<file path="config.mk">
export PLATFORM = sky130hd
export DESIGN_NAME = sspwm_core
export DESIGN_NICKNAME = d
export VERILOG_FILES = /design/src/sspwm_pkg.sv /design/src/sspwm_core.sv
export SDC_FILE = /design/constraint.sdc
export NUM_CORES = 1
export LEC_CHECK = 0
export BUFFER_PORTS_ARGS = -buffer_cell sky130_fd_sc_hd__buf_2
export CAP_MARGIN = 20
export CORE_ASPECT_RATIO = 0.5
export CORE_MARGIN = 2
export CORE_UTILIZATION = 48
export DETAILED_ROUTE_END_ITERATION = 16
export PLACE_DENSITY = 0.64
export SLEW_MARGIN = 5
export SYNTH_ARGS = -nofsm -noshare
export SYNTH_HDL_FRONTEND = slang
export SYNTH_SLANG_ARGS = --single-unit
export TNS_END_PERCENT = 5
</file>
<file path="constraint.sdc">
create_clock -name i_clk -period 10.5 [get_ports i_clk]
set_clock_uncertainty 0.2 [all_clocks]
set_input_delay 0.525 -clock i_clk [delete_from_list [all_inputs] [get_ports i_clk]]
set_output_delay 0.525 -clock i_clk [all_outputs]
set_load 0.01 [all_outputs]
</file>
<file path="src/sspwm_pkg.sv">
// constants for the soft-start pwm timing block
package sspwm_pkg;
    localparam int CLK_HZ          = 100_000_000;
    localparam int SW_HZ           = 65_000;
    localparam int JIT_PCT         = 4;
    localparam int DMAX_NUM        = 3;
    localparam int DMAX_DEN        = 4;
    localparam int SS_STEPS        = 32;
    localparam int SS_STEP_US      = 300;
    localparam int SS_TOTAL_MS     = 10;
    localparam int JIT_PERIOD_MS   = 4;
    localparam int BLANK_NORM_NS   = 220;
    localparam int BLANK_BURST_NS  = 180;
    localparam int ON_DELAY_NS     = 156;
    // derived cycle counts
    localparam int PERIOD_CYC      = (CLK_HZ + SW_HZ / 2) / SW_HZ;
    localparam int JIT_CYC         = PERIOD_CYC * JIT_PCT / 100;
    localparam int MAX_ON_CYC      = PERIOD_CYC * DMAX_NUM / DMAX_DEN;
    localparam int SS_STEP_CYC     = SS_STEP_US * (CLK_HZ / 1_000_000);
    localparam int SS_TOTAL_CYC    = SS_TOTAL_MS * (CLK_HZ / 1_000);
    localparam int JIT_TOTAL_CYC   = JIT_PERIOD_MS * (CLK_HZ / 1_000);
    localparam int JIT_STEP_CYC    = JIT_TOTAL_CYC / (4 * JIT_CYC);
    localparam int BLANK_NORM_CYC  = (BLANK_NORM_NS * (CLK_HZ / 1_000_000) + 999) / 1000;
    localparam int BLANK_BURST_CYC = (BLANK_BURST_NS * (CLK_HZ / 1_000_000) + 999) / 1000;
    localparam int ON_DELAY_CYC    = ON_DELAY_NS * (CLK_HZ / 1_000_000) / 1000;
    localparam int CNT_W           = 12;
    localparam int LVL_W           = 5;
    localparam logic [LVL_W-1:0] LVL_RESET = 5'h00;
    typedef enum logic [1:0] {
        SSPWM_OFF  = 2'b00,
        SSPWM_SOFT = 2'b01,
        SSPWM_RUN  = 2'b11
    } sspwm_state_e;
endpackage : sspwm_pkg

</file>
<file path="src/sspwm_core.sv">
// soft-start sequencer, jittered oscillator and pwm latch with current limits
`timescale 1ns/1ps
// How it works
// - soft start begins when supply passes turn-on
// - level steps every 300us, 32 steps
// - soft start ends 10ms after turn-on
// - permitted duty rises from zero to maximum
// - every auto-restart attempt reruns soft start
// - 65kHz clock swept plus/minus 4% per 4ms
// - on-time never exceeds 0.75 of the nominal period
// - jitter only after soft start completes
// - oscillator sets latch; comparators reset it
// - latch reset turns gate off immediately
// - gate held low during undervoltage lockout
// - peak comparator ends on-time each cycle
// - sense ignored 220ns normal, 180ns burst
// - burst limit comparator enabled only in burst
// - steep slope selects earlier switch-off threshold
// - supply above turn-on leaves startup
// - supply below turn-off clears soft-start counter
// - gate held off about 156ns after trigger
module sspwm_core
    import sspwm_pkg::*;
#(
    parameter int SS_STEP  = SS_STEP_CYC,
    parameter int SS_TOTAL = SS_TOTAL_CYC,
    parameter int JIT_STEP = JIT_STEP_CYC
) (
    input  wire logic             i_clk,
    input  wire logic             i_reset_n,
    input  wire logic             i_ce,
    input  wire logic             i_supply_on,
    input  wire logic             i_supply_low,
    input  wire logic             i_restart,
    input  wire logic             i_burst_mode,
    input  wire logic             i_fb_trip,
    input  wire logic             i_ss_trip,
    input  wire logic             i_peak_trip,
    input  wire logic             i_peak_early_trip,
    input  wire logic             i_steep_slope,
    input  wire logic             i_burst_trip,
    output logic                  o_gate,
    output logic                  o_oscillator_pulse,
    output logic [LVL_W-1:0]      o_soft_start_level,
    output logic                  o_soft_start_active,
    output logic                  o_burst_limit_gate,
    output logic                  o_leading_edge_blanking
);
    localparam int NI = 9;
    logic [NI-1:0] meta_r, sync_r, meta_nxt, sync_nxt;
    logic s_on, s_low, s_rst, s_burst, s_fb, s_ss, s_pk, s_pke, s_steep, s_btrip;
    logic rst_d_r, rst_d_nxt;
    sspwm_state_e state_r, state_nxt;
    logic [19:0] ss_tmr_r, ss_tmr_nxt, step_tmr_r, step_tmr_nxt, jit_tmr_r, jit_tmr_nxt;
    logic [LVL_W-1:0] lvl_r, lvl_nxt;
    logic [CNT_W-1:0] cnt_r, cnt_nxt, len_r, len_nxt;
    logic [7:0] jit_r, jit_nxt;
    logic jit_up_r, jit_up_nxt;
    logic latch_r, latch_nxt, gate_nxt, osc_nxt, blank_nxt, window, wrap, trip;
    logic [CNT_W-1:0] blank_len;

    function automatic logic reached(input logic [19:0] v, input int lim);
        reached = (v >= 20'(lim - 1));
    endfunction : reached

    // two-flop synchronisers on every analog status input
    always_comb begin
        meta_nxt = {i_supply_on, i_supply_low, i_restart, i_burst_mode, i_fb_trip,
                    i_ss_trip, i_peak_trip, i_peak_early_trip, i_steep_slope};
        sync_nxt = meta_r;
    end
    assign {s_on, s_low, s_rst, s_burst, s_fb, s_ss, s_pk, s_pke, s_steep} = sync_r;
    logic [1:0] bt_r, bt_nxt;
    always_comb bt_nxt = {bt_r[0], i_burst_trip};
    assign s_btrip = bt_r[1];

    // start-up, soft start and restart sequencing
    always_comb begin
        state_nxt    = state_r;
        ss_tmr_nxt   = ss_tmr_r;
        step_tmr_nxt = step_tmr_r;
        lvl_nxt      = lvl_r;
        rst_d_nxt    = s_rst;
        case (state_r)
            SSPWM_OFF: begin
                ss_tmr_nxt   = '0;
                step_tmr_nxt = '0;
                lvl_nxt      = LVL_RESET;
                if (s_on) state_nxt = SSPWM_SOFT;
            end
            SSPWM_SOFT: begin
                ss_tmr_nxt = ss_tmr_r + 20'd1;
                if (reached(step_tmr_r, SS_STEP)) begin
                    step_tmr_nxt = '0;
                    if (lvl_r != LVL_W'(SS_STEPS - 1)) lvl_nxt = lvl_r + 1'b1;
                end else begin
                    step_tmr_nxt = step_tmr_r + 20'd1;
                end
                if (reached(ss_tmr_r, SS_TOTAL)) state_nxt = SSPWM_RUN;
            end
            SSPWM_RUN: state_nxt = SSPWM_RUN;
            default:   state_nxt = SSPWM_OFF;
        endcase
        if (s_rst && !rst_d_r && state_r != SSPWM_OFF) begin
            state_nxt    = SSPWM_SOFT;
            ss_tmr_nxt   = '0;
            step_tmr_nxt = '0;
            lvl_nxt      = LVL_RESET;
        end
        if (s_low) begin
            state_nxt    = SSPWM_OFF;
            ss_tmr_nxt   = '0;
            step_tmr_nxt = '0;
            lvl_nxt      = LVL_RESET;
        end
    end

    // oscillator with triangular jitter of the period length
    always_comb begin
        jit_tmr_nxt = jit_tmr_r;
        jit_nxt     = jit_r;
        jit_up_nxt  = jit_up_r;
        if (state_r == SSPWM_RUN) begin
            if (reached(jit_tmr_r, JIT_STEP)) begin
                jit_tmr_nxt = '0;
                if (jit_up_r) begin
                    jit_nxt = jit_r + 8'd1;
                    if (jit_r == 8'(2 * JIT_CYC - 1)) jit_up_nxt = 1'b0;
                end else begin
                    jit_nxt = jit_r - 8'd1;
                    if (jit_r == 8'd1) jit_up_nxt = 1'b1;
                end
            end else begin
                jit_tmr_nxt = jit_tmr_r + 20'd1;
            end
        end else begin
            jit_tmr_nxt = '0;
            jit_nxt     = 8'(JIT_CYC);
            jit_up_nxt  = 1'b1;
        end
        wrap    = (cnt_r >= len_r - 1'b1);
        cnt_nxt = wrap ? '0 : cnt_r + 1'b1;
        len_nxt = wrap ? CNT_W'(PERIOD_CYC - JIT_CYC) + CNT_W'(jit_r) : len_r;
        osc_nxt = wrap;
    end

    // pwm latch, blanking and limit comparators
    always_comb begin
        blank_len = s_burst ? CNT_W'(BLANK_BURST_CYC) : CNT_W'(BLANK_NORM_CYC);
        window    = (cnt_nxt >= CNT_W'(ON_DELAY_CYC)) && (cnt_nxt < CNT_W'(MAX_ON_CYC));
        blank_nxt = (cnt_nxt >= CNT_W'(ON_DELAY_CYC))
                    && (cnt_nxt < CNT_W'(ON_DELAY_CYC) + blank_len);
        trip      = s_fb
                    || (s_ss && state_r == SSPWM_SOFT)
                    || (s_steep ? s_pke : s_pk)
                    || (s_burst && s_btrip);
        latch_nxt = latch_r;
        if (wrap) latch_nxt = 1'b1;
        else if (trip && !o_leading_edge_blanking) latch_nxt = 1'b0;
        if (state_nxt == SSPWM_OFF) latch_nxt = 1'b0;
        gate_nxt = latch_nxt && window && state_nxt != SSPWM_OFF;
    end

    always_ff @(posedge i_clk) begin
        if (!i_reset_n) begin
            meta_r <= '0; sync_r <= '0; bt_r <= '0; rst_d_r <= 1'b0;
            state_r <= SSPWM_OFF;
            ss_tmr_r <= '0; step_tmr_r <= '0; jit_tmr_r <= '0;
            lvl_r <= LVL_RESET;
            jit_r <= 8'(JIT_CYC); jit_up_r <= 1'b1;
            cnt_r <= '0; len_r <= CNT_W'(PERIOD_CYC);
            latch_r <= 1'b0; o_gate <= 1'b0; o_oscillator_pulse <= 1'b0;
            o_leading_edge_blanking <= 1'b0;
            o_soft_start_level <= LVL_RESET; o_soft_start_active <= 1'b0;
            o_burst_limit_gate <= 1'b0;
        end else if (i_ce) begin
            meta_r <= meta_nxt; sync_r <= sync_nxt; bt_r <= bt_nxt; rst_d_r <= rst_d_nxt;
            state_r <= state_nxt;
            ss_tmr_r <= ss_tmr_nxt; step_tmr_r <= step_tmr_nxt; jit_tmr_r <= jit_tmr_nxt;
            lvl_r <= lvl_nxt;
            jit_r <= jit_nxt; jit_up_r <= jit_up_nxt;
            cnt_r <= cnt_nxt; len_r <= len_nxt;
            latch_r <= latch_nxt; o_gate <= gate_nxt; o_oscillator_pulse <= osc_nxt;
            o_leading_edge_blanking <= blank_nxt;
            o_soft_start_level <= lvl_nxt;
            o_soft_start_active <= (state_nxt == SSPWM_SOFT);
            o_burst_limit_gate <= s_burst;
        end
    end

    // checks
    gate_uvlo_a: assert property (@(posedge i_clk) disable iff (!i_reset_n)
        state_r == SSPWM_OFF |-> !o_gate) else $error("gate on in lockout");
    max_duty_a: assert property (@(posedge i_clk) disable iff (!i_reset_n)
        o_gate |-> cnt_r < CNT_W'(MAX_ON_CYC)) else $error("duty above limit");
    on_delay_a: assert property (@(posedge i_clk) disable iff (!i_reset_n)
        $rose(o_oscillator_pulse) |-> !o_gate [*8]) else $error("gate during hold-off");
    trip_off_a: assert property (@(posedge i_clk) disable iff (!i_reset_n)
        i_ce && o_gate && !o_leading_edge_blanking && s_fb && !wrap |=> !o_gate)
        else $error("gate stayed on after trip");
    blank_hold_a: assert property (@(posedge i_clk) disable iff (!i_reset_n)
        i_ce && o_gate && o_leading_edge_blanking && window && !wrap
        && state_nxt != SSPWM_OFF |=> o_gate)
        else $error("gate cut while blanked");
    low_clear_a: assert property (@(posedge i_clk) disable iff (!i_reset_n)
        i_ce && s_low |=> lvl_r == LVL_RESET && state_r == SSPWM_OFF)
        else $error("counter not cleared");
    start_soft_a: assert property (@(posedge i_clk) disable iff (!i_reset_n)
        i_ce && state_r == SSPWM_OFF && s_on && !s_low |=> state_r == SSPWM_SOFT)
        else $error("soft start not begun");
    fixed_freq_a: assert property (@(posedge i_clk) disable iff (!i_reset_n)
        state_r != SSPWM_RUN && $stable(state_r) && osc_nxt |=> len_r == CNT_W'(PERIOD_CYC))
        else $error("jitter in soft start");
    jit_range_a: assert property (@(posedge i_clk) disable iff (!i_reset_n)
        jit_r <= 8'(2 * JIT_CYC)) else $error("jitter out of range");
endmodule : sspwm_core

</file>
==> results of run 1 <==
[worst reg2reg max path, stage by stage, from the launching register on]
cell and delay (ns):
dfxtp_1 0.35, nor4_1 0.38, nand2_1 0.17, nor3_1 0.21
xnor2_1 0.15, ha_1 0.24, nand4b_1 0.15, nor3_1 0.09
a211oi_1 0.62, nand2_1 0.25, nor2_1 0.17, ha_1 0.24
a21oi_1 0.12, nand3_1 0.08, a22oi_1 0.18, o2111ai_1 0.13
o31ai_1 0.24
[cell type report]
class                   instances  area [sq um]
fillers                      1185          5608
multi-input cells             606          3770
flip-flops and latches        125          2502
clock buffers                  17         425.4
well taps                     170         212.7
clock inverters                15         200.2
repair buffers                 28         152.6
inverters                      22         82.58
[per-stage QoR]
step / total power (W) / hold slack [ns] / setup WS [ns] / instance area [sq um] / instances
after floorplan: 0.0005263 / 0.2383 / 6.959 / 6504 / 788
after global placement: 0.0005381 / 0.2503 / 6.651 / 6715 / 950
after detailed placement: 0.0005388 / 0.2578 / 6.530 / 6715 / 950
after CTS: 0.001168 / 0.1530 / 6.443 / 7341 / 982
after global routing: 0.001199 / 0.1687 / 5.984 / 7346 / 983
final: 0.001155 / 0.1627 / 6.450 / 7346 / 983
[power by group]
part           leakage (nW)  internal, W  total (W)  switching (W)
clock network         0.301     0.000382   0.000626       0.000244
registers              1.01     0.000480   0.000485     0.00000548
logic                  1.52    0.0000160  0.0000430      0.0000270
[synth_stat cells (4+ instances only)]
cell	number	area (sq um)
buf_2	8	40.04
a31oi_1	8	50.05
nand3_1	37	185.2
a21oi_1	34	170.2
or4_1	4	30.03
clkbuf_1	24	90.09
xor2_1	33	289.0
nor3_1	27	135.1
dfxtp_1	125	2502
mux2i_1	31	310.3
o21a_1	7	52.55
a32oi_1	4	35.03
nor2_1	108	405.4
o31ai_1	4	30.03
o211ai_1	6	45.04
o22ai_1	4	25.02
o21ai_0	28	140.1
nand2_1	70	262.8
inv_1	21	78.83
xnor2_1	34	297.8
nand4_1	19	118.9
or3_1	12	75.07
nand2b_1	4	25.02
nor4_1	10	62.56
nor2b_1	24	150.1
and3_1	18	112.6
ha_1	23	287.8
[layout by cell type, fill, tap and decap left out, drive strengths merged, types with 10 or more instances in the layout]
master  instances
a21oi          35
and3           18
buf            27
clkbuf         18
dfxtp         125
ha             23
inv            29
mux2i          31
nand2          71
nand3          37
nand4          19
nor2          108
nor2b          24
nor3           27
nor4           10
o21ai          30
or3            12
xnor2          34
xor2           33
[worst paths after layout]
path	slack [ns]	startpoint	endpoint
min	0.16	i_burst_trip	bt_r[0]
max reg2reg	6.45	len_r[2]	o_leading_edge_blanking
max	6.45	len_r[2]	o_leading_edge_blanking
min reg2reg	0.27	latch_r	latch_r
[cell families (layout without fill, tap and decap cells)]
family	count (synthesis)	after routing	share of synthesized area [%]
buffers and inverters	57	82	3.559
multiplexers	33	33	5.117
AND/OR/NAND/NOR	357	357	26.91
adder cells (fa/ha/maj)	24	24	4.579
XOR/XNOR	67	67	9.023
AO/OA/AOI/OAI	125	125	12.33
flip-flops	125	125	38.48
[layer usage]
layer | wire length, um | share of wire (%) | global-route usage (%) | up-vias
met5 | 0 | 0 | 0 | -
met4 | 223 | 1.6 | 7.915 | 0
met3 | 551 | 3.8 | 4.840 | 23
met2 | 6219 | 43 | 33.07 | 89
met1 | 7329 | 51 | 28.36 | 2510
li1 | - | - | - | 2810
[flip-flops by register name (all words and copies together), names as in the netlist, 2 cells and up]
signal and cells:
bt_r 2, lvl_r 5, jit_r 8, meta_r 9
jit_tmr_r 20, len_r 10, step_tmr_r 20, sync_r 9
state_r 2, ss_tmr_r 20, cnt_r 12
==> out/qor.yml, run 1 <==
outcome:
  status: "finished clean"
die:
  row_count: 29
  dieWidth_um: 168.6
  initial_utilization_pct: 50.21
  io_pins: 23
  fp.dieH_um: 86.31
  core_sq_um: 12950
  die_area_sq_um: 14550
logic_synthesis:
  synth.net_count: 824
  synth_ff_type: "dfxtp_1"
  synth.yosys.seq_area_share_pct: 38.48
  async_reset_ff_share_pct: 0
  yosys_warnings: 0
  yosys.cell_types.count: 66
  syn_avg_cell_area_sq_um: 8.253
  synthCells: 788
  synth.cell_area_sq_um: 6504
  synth-seq-cells: 125
  synth_edf_count: 0
cts:
  ctsHoldBuffers: 0
  clockRootBuffer: "clkbuf_16"
  worstSkewPairLatency_ns: 0.42
  cts_resized: 0
  clock_path_buffers: 2
  post_cts_buffers: 0
  numCtsBuffers: 17
  tritoncts: "done"
  clk_pin_slew_ns: 0.07
  cts_sinks: 125
  cts_max_level: 4
global_route:
  grt.total_usage_pct: 20.99
  first_global_vias: 5041
  grt_max_degree: 59
  grt_overflow: 0
  antenna_found_initial: 0
  grt_pass1_wl_um: 24610
layout:
  fin_nets: 836
  syn2layout_area_growth_pct: 12.95
  fin_util_pct: 56.71
  antenna_cells: 0
  drive_above_1_share_pct: 8.856
timing:
  finalCriticalPeriod_ns: 4.050
  slew_headroom_pct: 38.85
  final_max_slew_viol_count: 0
  hold_violations: 0
  setup_violations: 0
  timing.fmax_mhz: 246.9
  tightest_slew_ns: 0.9116
  setup-tns-final_ns: 0
  fin_crit_sh_pct: 38.57
  rsz0062_at_grt: "no"
route:
  drcViolationCount: 0
  dr.pass1.iters: 5
  wirelength_um: 14320
  ant_nets: 0
  drtIter0Drc: 264
  wl_per_cell_um: 14.57
  dr_total_vias: 5432
  viasPerCell: 5.526
setup_path:
  crit_family: "simple AND/OR/NAND/NOR gates"
  cp_num_buf_inv: 0
  critPathLaunchType: "flip-flop"
  required_ns: 10.63
  critPathMaxFanout: 7
  slowest_stage: "a211oi_1"
  worstSetupEndpointType: "flip-flop"
  max_stage_delay_ns: 0.62
  cp.arrival_ns: 4.18
  crit_type: "reg2reg"
  crit_chain: "nor4_1 > nand2_1 > nor3_1 > xnor2_1 > ha_1 > nand4b_1 > nor3_1 > a211oi_1 > nand2_1 > nor2_1 > ha_1 > a21oi_1 > nand3_1 > a22oi_1 > o2111ai_1 > o31ai_1"
  cp.depth: 16
  reg2reg_depth: 16
power_and_ir_drop:
  peakVddDrop_mv: 0.1027
  p_leak_nw: 2.830
  power_density_nw_per_um2: 157.2
hold_path:
  min_path_cells: 3
  worst_hold_path_type: "in2reg"
run:
  cap_violations: 0
placed_design:
  place.gp.congestion: 0.8181
  io_buffers: 22
  post-dp-hpwl_um: 9547
(Power assumes the default switching activity.)
==> run 2: changes to the inputs <==
==> constraint.sdc (replaced) <==
create_clock -name i_clk -period 3.9 [get_ports i_clk]
set_clock_uncertainty 0.2 [all_clocks]
set_input_delay 0.195 -clock i_clk [delete_from_list [all_inputs] [get_ports i_clk]]
set_output_delay 0.195 -clock i_clk [all_outputs]
set_load 0.01 [all_outputs]
==> out/qor.yml, run 2 (synthesis results as in run 1) <==
route:
  drtIter0Drc: 320  # +21%
  viasPerCell: 5.531  # about the same
  dr.pass1.iters: 5  # unchanged
  wirelength_um: 14430  # +0.75%
  drcViolationCount: 0  # unchanged
  dr_total_vias: 5531  # +1.8%
  ant_nets: 0  # unchanged
  wl_per_cell_um: 14.43  # -0.97%
die:
  io_pins: 23  # unchanged
  fp.dieH_um: 86.31  # unchanged
  row_count: 29  # unchanged
  initial_utilization_pct: 50.21  # unchanged
  core_sq_um: 12950  # unchanged
  dieWidth_um: 168.6  # unchanged
  die_area_sq_um: 14550  # unchanged
timing:
  setup_violations: 0  # unchanged
  hold_violations: 0  # unchanged
  fin_ws_ns: 0.3242  # -6.126 ns
  fin_crit_sh_pct: 91.69  # +53 points
  setup-tns-final_ns: 0  # unchanged
  final_max_slew_viol_count: 0  # unchanged
  finalCriticalPeriod_ns: 3.576  # -0.4740 ns
  timing.fmax_mhz: 279.7  # +13%
  slew_headroom_pct: 41.61  # +2.8 points
  tightest_slew_ns: 0.8704  # -0.04112 ns
layout:
  seq_area_sq_um: 2502  # unchanged
  final_cell_count_no_fill: 1000  # +1.7%
  drive_above_1_share_pct: 9.880  # +1.0 points
  fin_nets: 853  # +2.0%
  top_regs: "jit_tmr_r: 20 flops, ss_tmr_r: 20 flops, step_tmr_r: 20 flops"
  syn2layout_area_growth_pct: 15.22
  final_cell_mix: "dfxtp_1, nor2_1, nand2_1"
  design_area_sq_um: 7493  # +2.0%
  fillers: 1161  # -2.0%
  multi_input_area_sq_um: 3792  # +0.60%
  final_common_cell: "dfxtp_1"
  antenna_cells: 0  # unchanged
placed_design:
  place_ws_ns: 0.1880  # -6.342 ns
  placed_cell_area_sq_um: 6760  # +0.67%
  place.gp.congestion: 0.8416  # +2.9%
  dp.cells: 956  # +0.63%
  post-dp-hpwl_um: 9834  # +3.0%
  io_buffers: 22  # unchanged
setup_path:
  crit_type: "reg2reg"
  reg2reg_depth: 16  # unchanged
  r2r-end: "o_leading_edge_blanking"
  crit_chain: "nor4_2 > nand2_1 > nor3_2 > xnor2_1 > ha_1 > nand4b_1 > nor4_2 > o31ai_2 > nand2_1 > nor2_1 > ha_1 > a21oi_1 > nand3_1 > a22oi_1 > o2111ai_1 > o31ai_1"
  slowest_stage: "dfxtp_1"
  worstSetupEndpointType: "flip-flop"
  cp.arrival_ns: 3.70  # -0.48 ns
  ff2ff_setup_slack_ns: 0.32  # -6.13 ns
  required_ns: 4.02  # -6.61 ns
  critPathMaxFanout: 7  # unchanged
  crit_family: "simple AND/OR/NAND/NOR gates"
  cp_num_buf_inv: 0  # unchanged
  max_stage_delay_ns: 0.37  # -0.25 ns
  worstReg2RegStart: "len_r[2]"
  critPathLaunchType: "flip-flop"
  cp.depth: 16  # unchanged
outcome:
  status: "finished clean"
power_and_ir_drop:
  pwr-share-clk_pct: 52.6  # -1.6 points
  p_int_w: 0.002314  # +160%
  power_density_nw_per_um2: 403.5  # +160%
  swShare_pct: 23.47  # -0.46 points
  combPwrFrac_pct: 4.3  # +0.6 points
  seqPwrFrac_pct: 43.1  # +1.1 points
  peakVddDrop_mv: 0.2620  # +160%
  switchingPower_w: 0.0007098  # +160%
  p_leak_nw: 2.891  # +2.1%
global_route:
  grt.total_usage_pct: 20.62  # -0.36 points
  grt_overflow: 0  # unchanged
  antenna_found_initial: 0  # unchanged
  grt_pass1_wl_um: 24430  # -0.73%
  first_global_vias: 5088  # +0.93%
  grt_max_degree: 42  # -29%
hold_path:
  min_path_cells: 3  # unchanged
  min_to: "lvl_r[1]"
  worst_hold_path_type: "in2reg"
  min_from: "i_reset_n"
cts:
  cts_sinks: 125  # unchanged
  numCtsBuffers: 17  # unchanged
  post_cts_buffers: 0  # unchanged
  clk_pin_slew_ns: 0.06  # about the same
  clockRootBuffer: "clkbuf_16"
  worstSkewPairLatency_ns: 0.41  # about the same
  clock_path_buffers: 2  # unchanged
  cts_max_level: 4  # unchanged
  tritoncts: "done"
run:
  cap_violations: 0  # unchanged
run 2: final cells by class:
class	instances	area share [%]
tap	170	2.839
multi-input combinational	606	50.61
sequential	125	33.39
clock inverter	14	2.087
inverter	22	1.102
clock buffer	18	5.861
timing repair buffer	45	4.108
run 2: power by group through the flow:
stage / sequential (W) / combinational (W) / clock [W]
after floorplan: 0.00133 / 0.0000873 / 0
after global placement: 0.00133 / 0.000119 / 0
after detailed placement: 0.00133 / 0.000121 / 0
after global routing: 0.00131 / 0.000145 / 0.00168
after CTS: 0.00130 / 0.000131 / 0.00162
final: 0.00130 / 0.000130 / 0.00159
run 2: worst register-to-register path: stages, from the launching register on:
cell       delay, ns
dfxtp_1         0.37
nor4_2          0.34
nand2_1         0.16
nor3_2          0.17
xnor2_1         0.09
ha_1            0.29
nand4b_1        0.15
nor4_2          0.34
o31ai_2         0.18
nand2_1         0.12
nor2_1          0.05
ha_1            0.27
a21oi_1         0.13
nand3_1         0.08
a22oi_1         0.17
o2111ai_1       0.12
o31ai_1         0.25
run 2: worst max-delay path by stage:
stage,to,slack [ns],start
floorplan,o_leading_edge_blanking,0.36,len_r[2]
detailed placement,o_leading_edge_blanking,0.19,len_r[2]
finish,o_leading_edge_blanking,0.32,len_r[2]
global placement,o_leading_edge_blanking,0.36,len_r[2]
CTS,o_leading_edge_blanking,0.20,len_r[2]
global route,o_leading_edge_blanking,-0.02,len_r[2]
run 2: repair_timing:
action	CTS	global route
setup endpoints to repair	0	1
hold endpoints to repair	11	0
hold buffers	11	0
gates resized for setup	0	4
run 2: through the flow:
step	hold slack (ns)	utilization (%)	power [W]
after floorplan	0.1422	-	0.001417
after global placement	0.2504	52.19	0.001451
after detailed placement	0.2569	52.19	0.001454
after CTS	0.008954	57.64	0.003055
after global routing	0.02155	57.85	0.003131
final	0.02044	57.85	0.003024
run 2: routing by layer:
| metal | track usage (%) | share of wire [%] | up-vias |
|---|---|---|---|
| li1 | - | - | 2835 |
| met1 | 28.40 | 51 | 2608 |
| met2 | 32.36 | 44 | 73 |
| met3 | 4.429 | 3.5 | 15 |
| met4 | 7.132 | 1.1 | 0 |
| met5 | 0 | 0 | - |
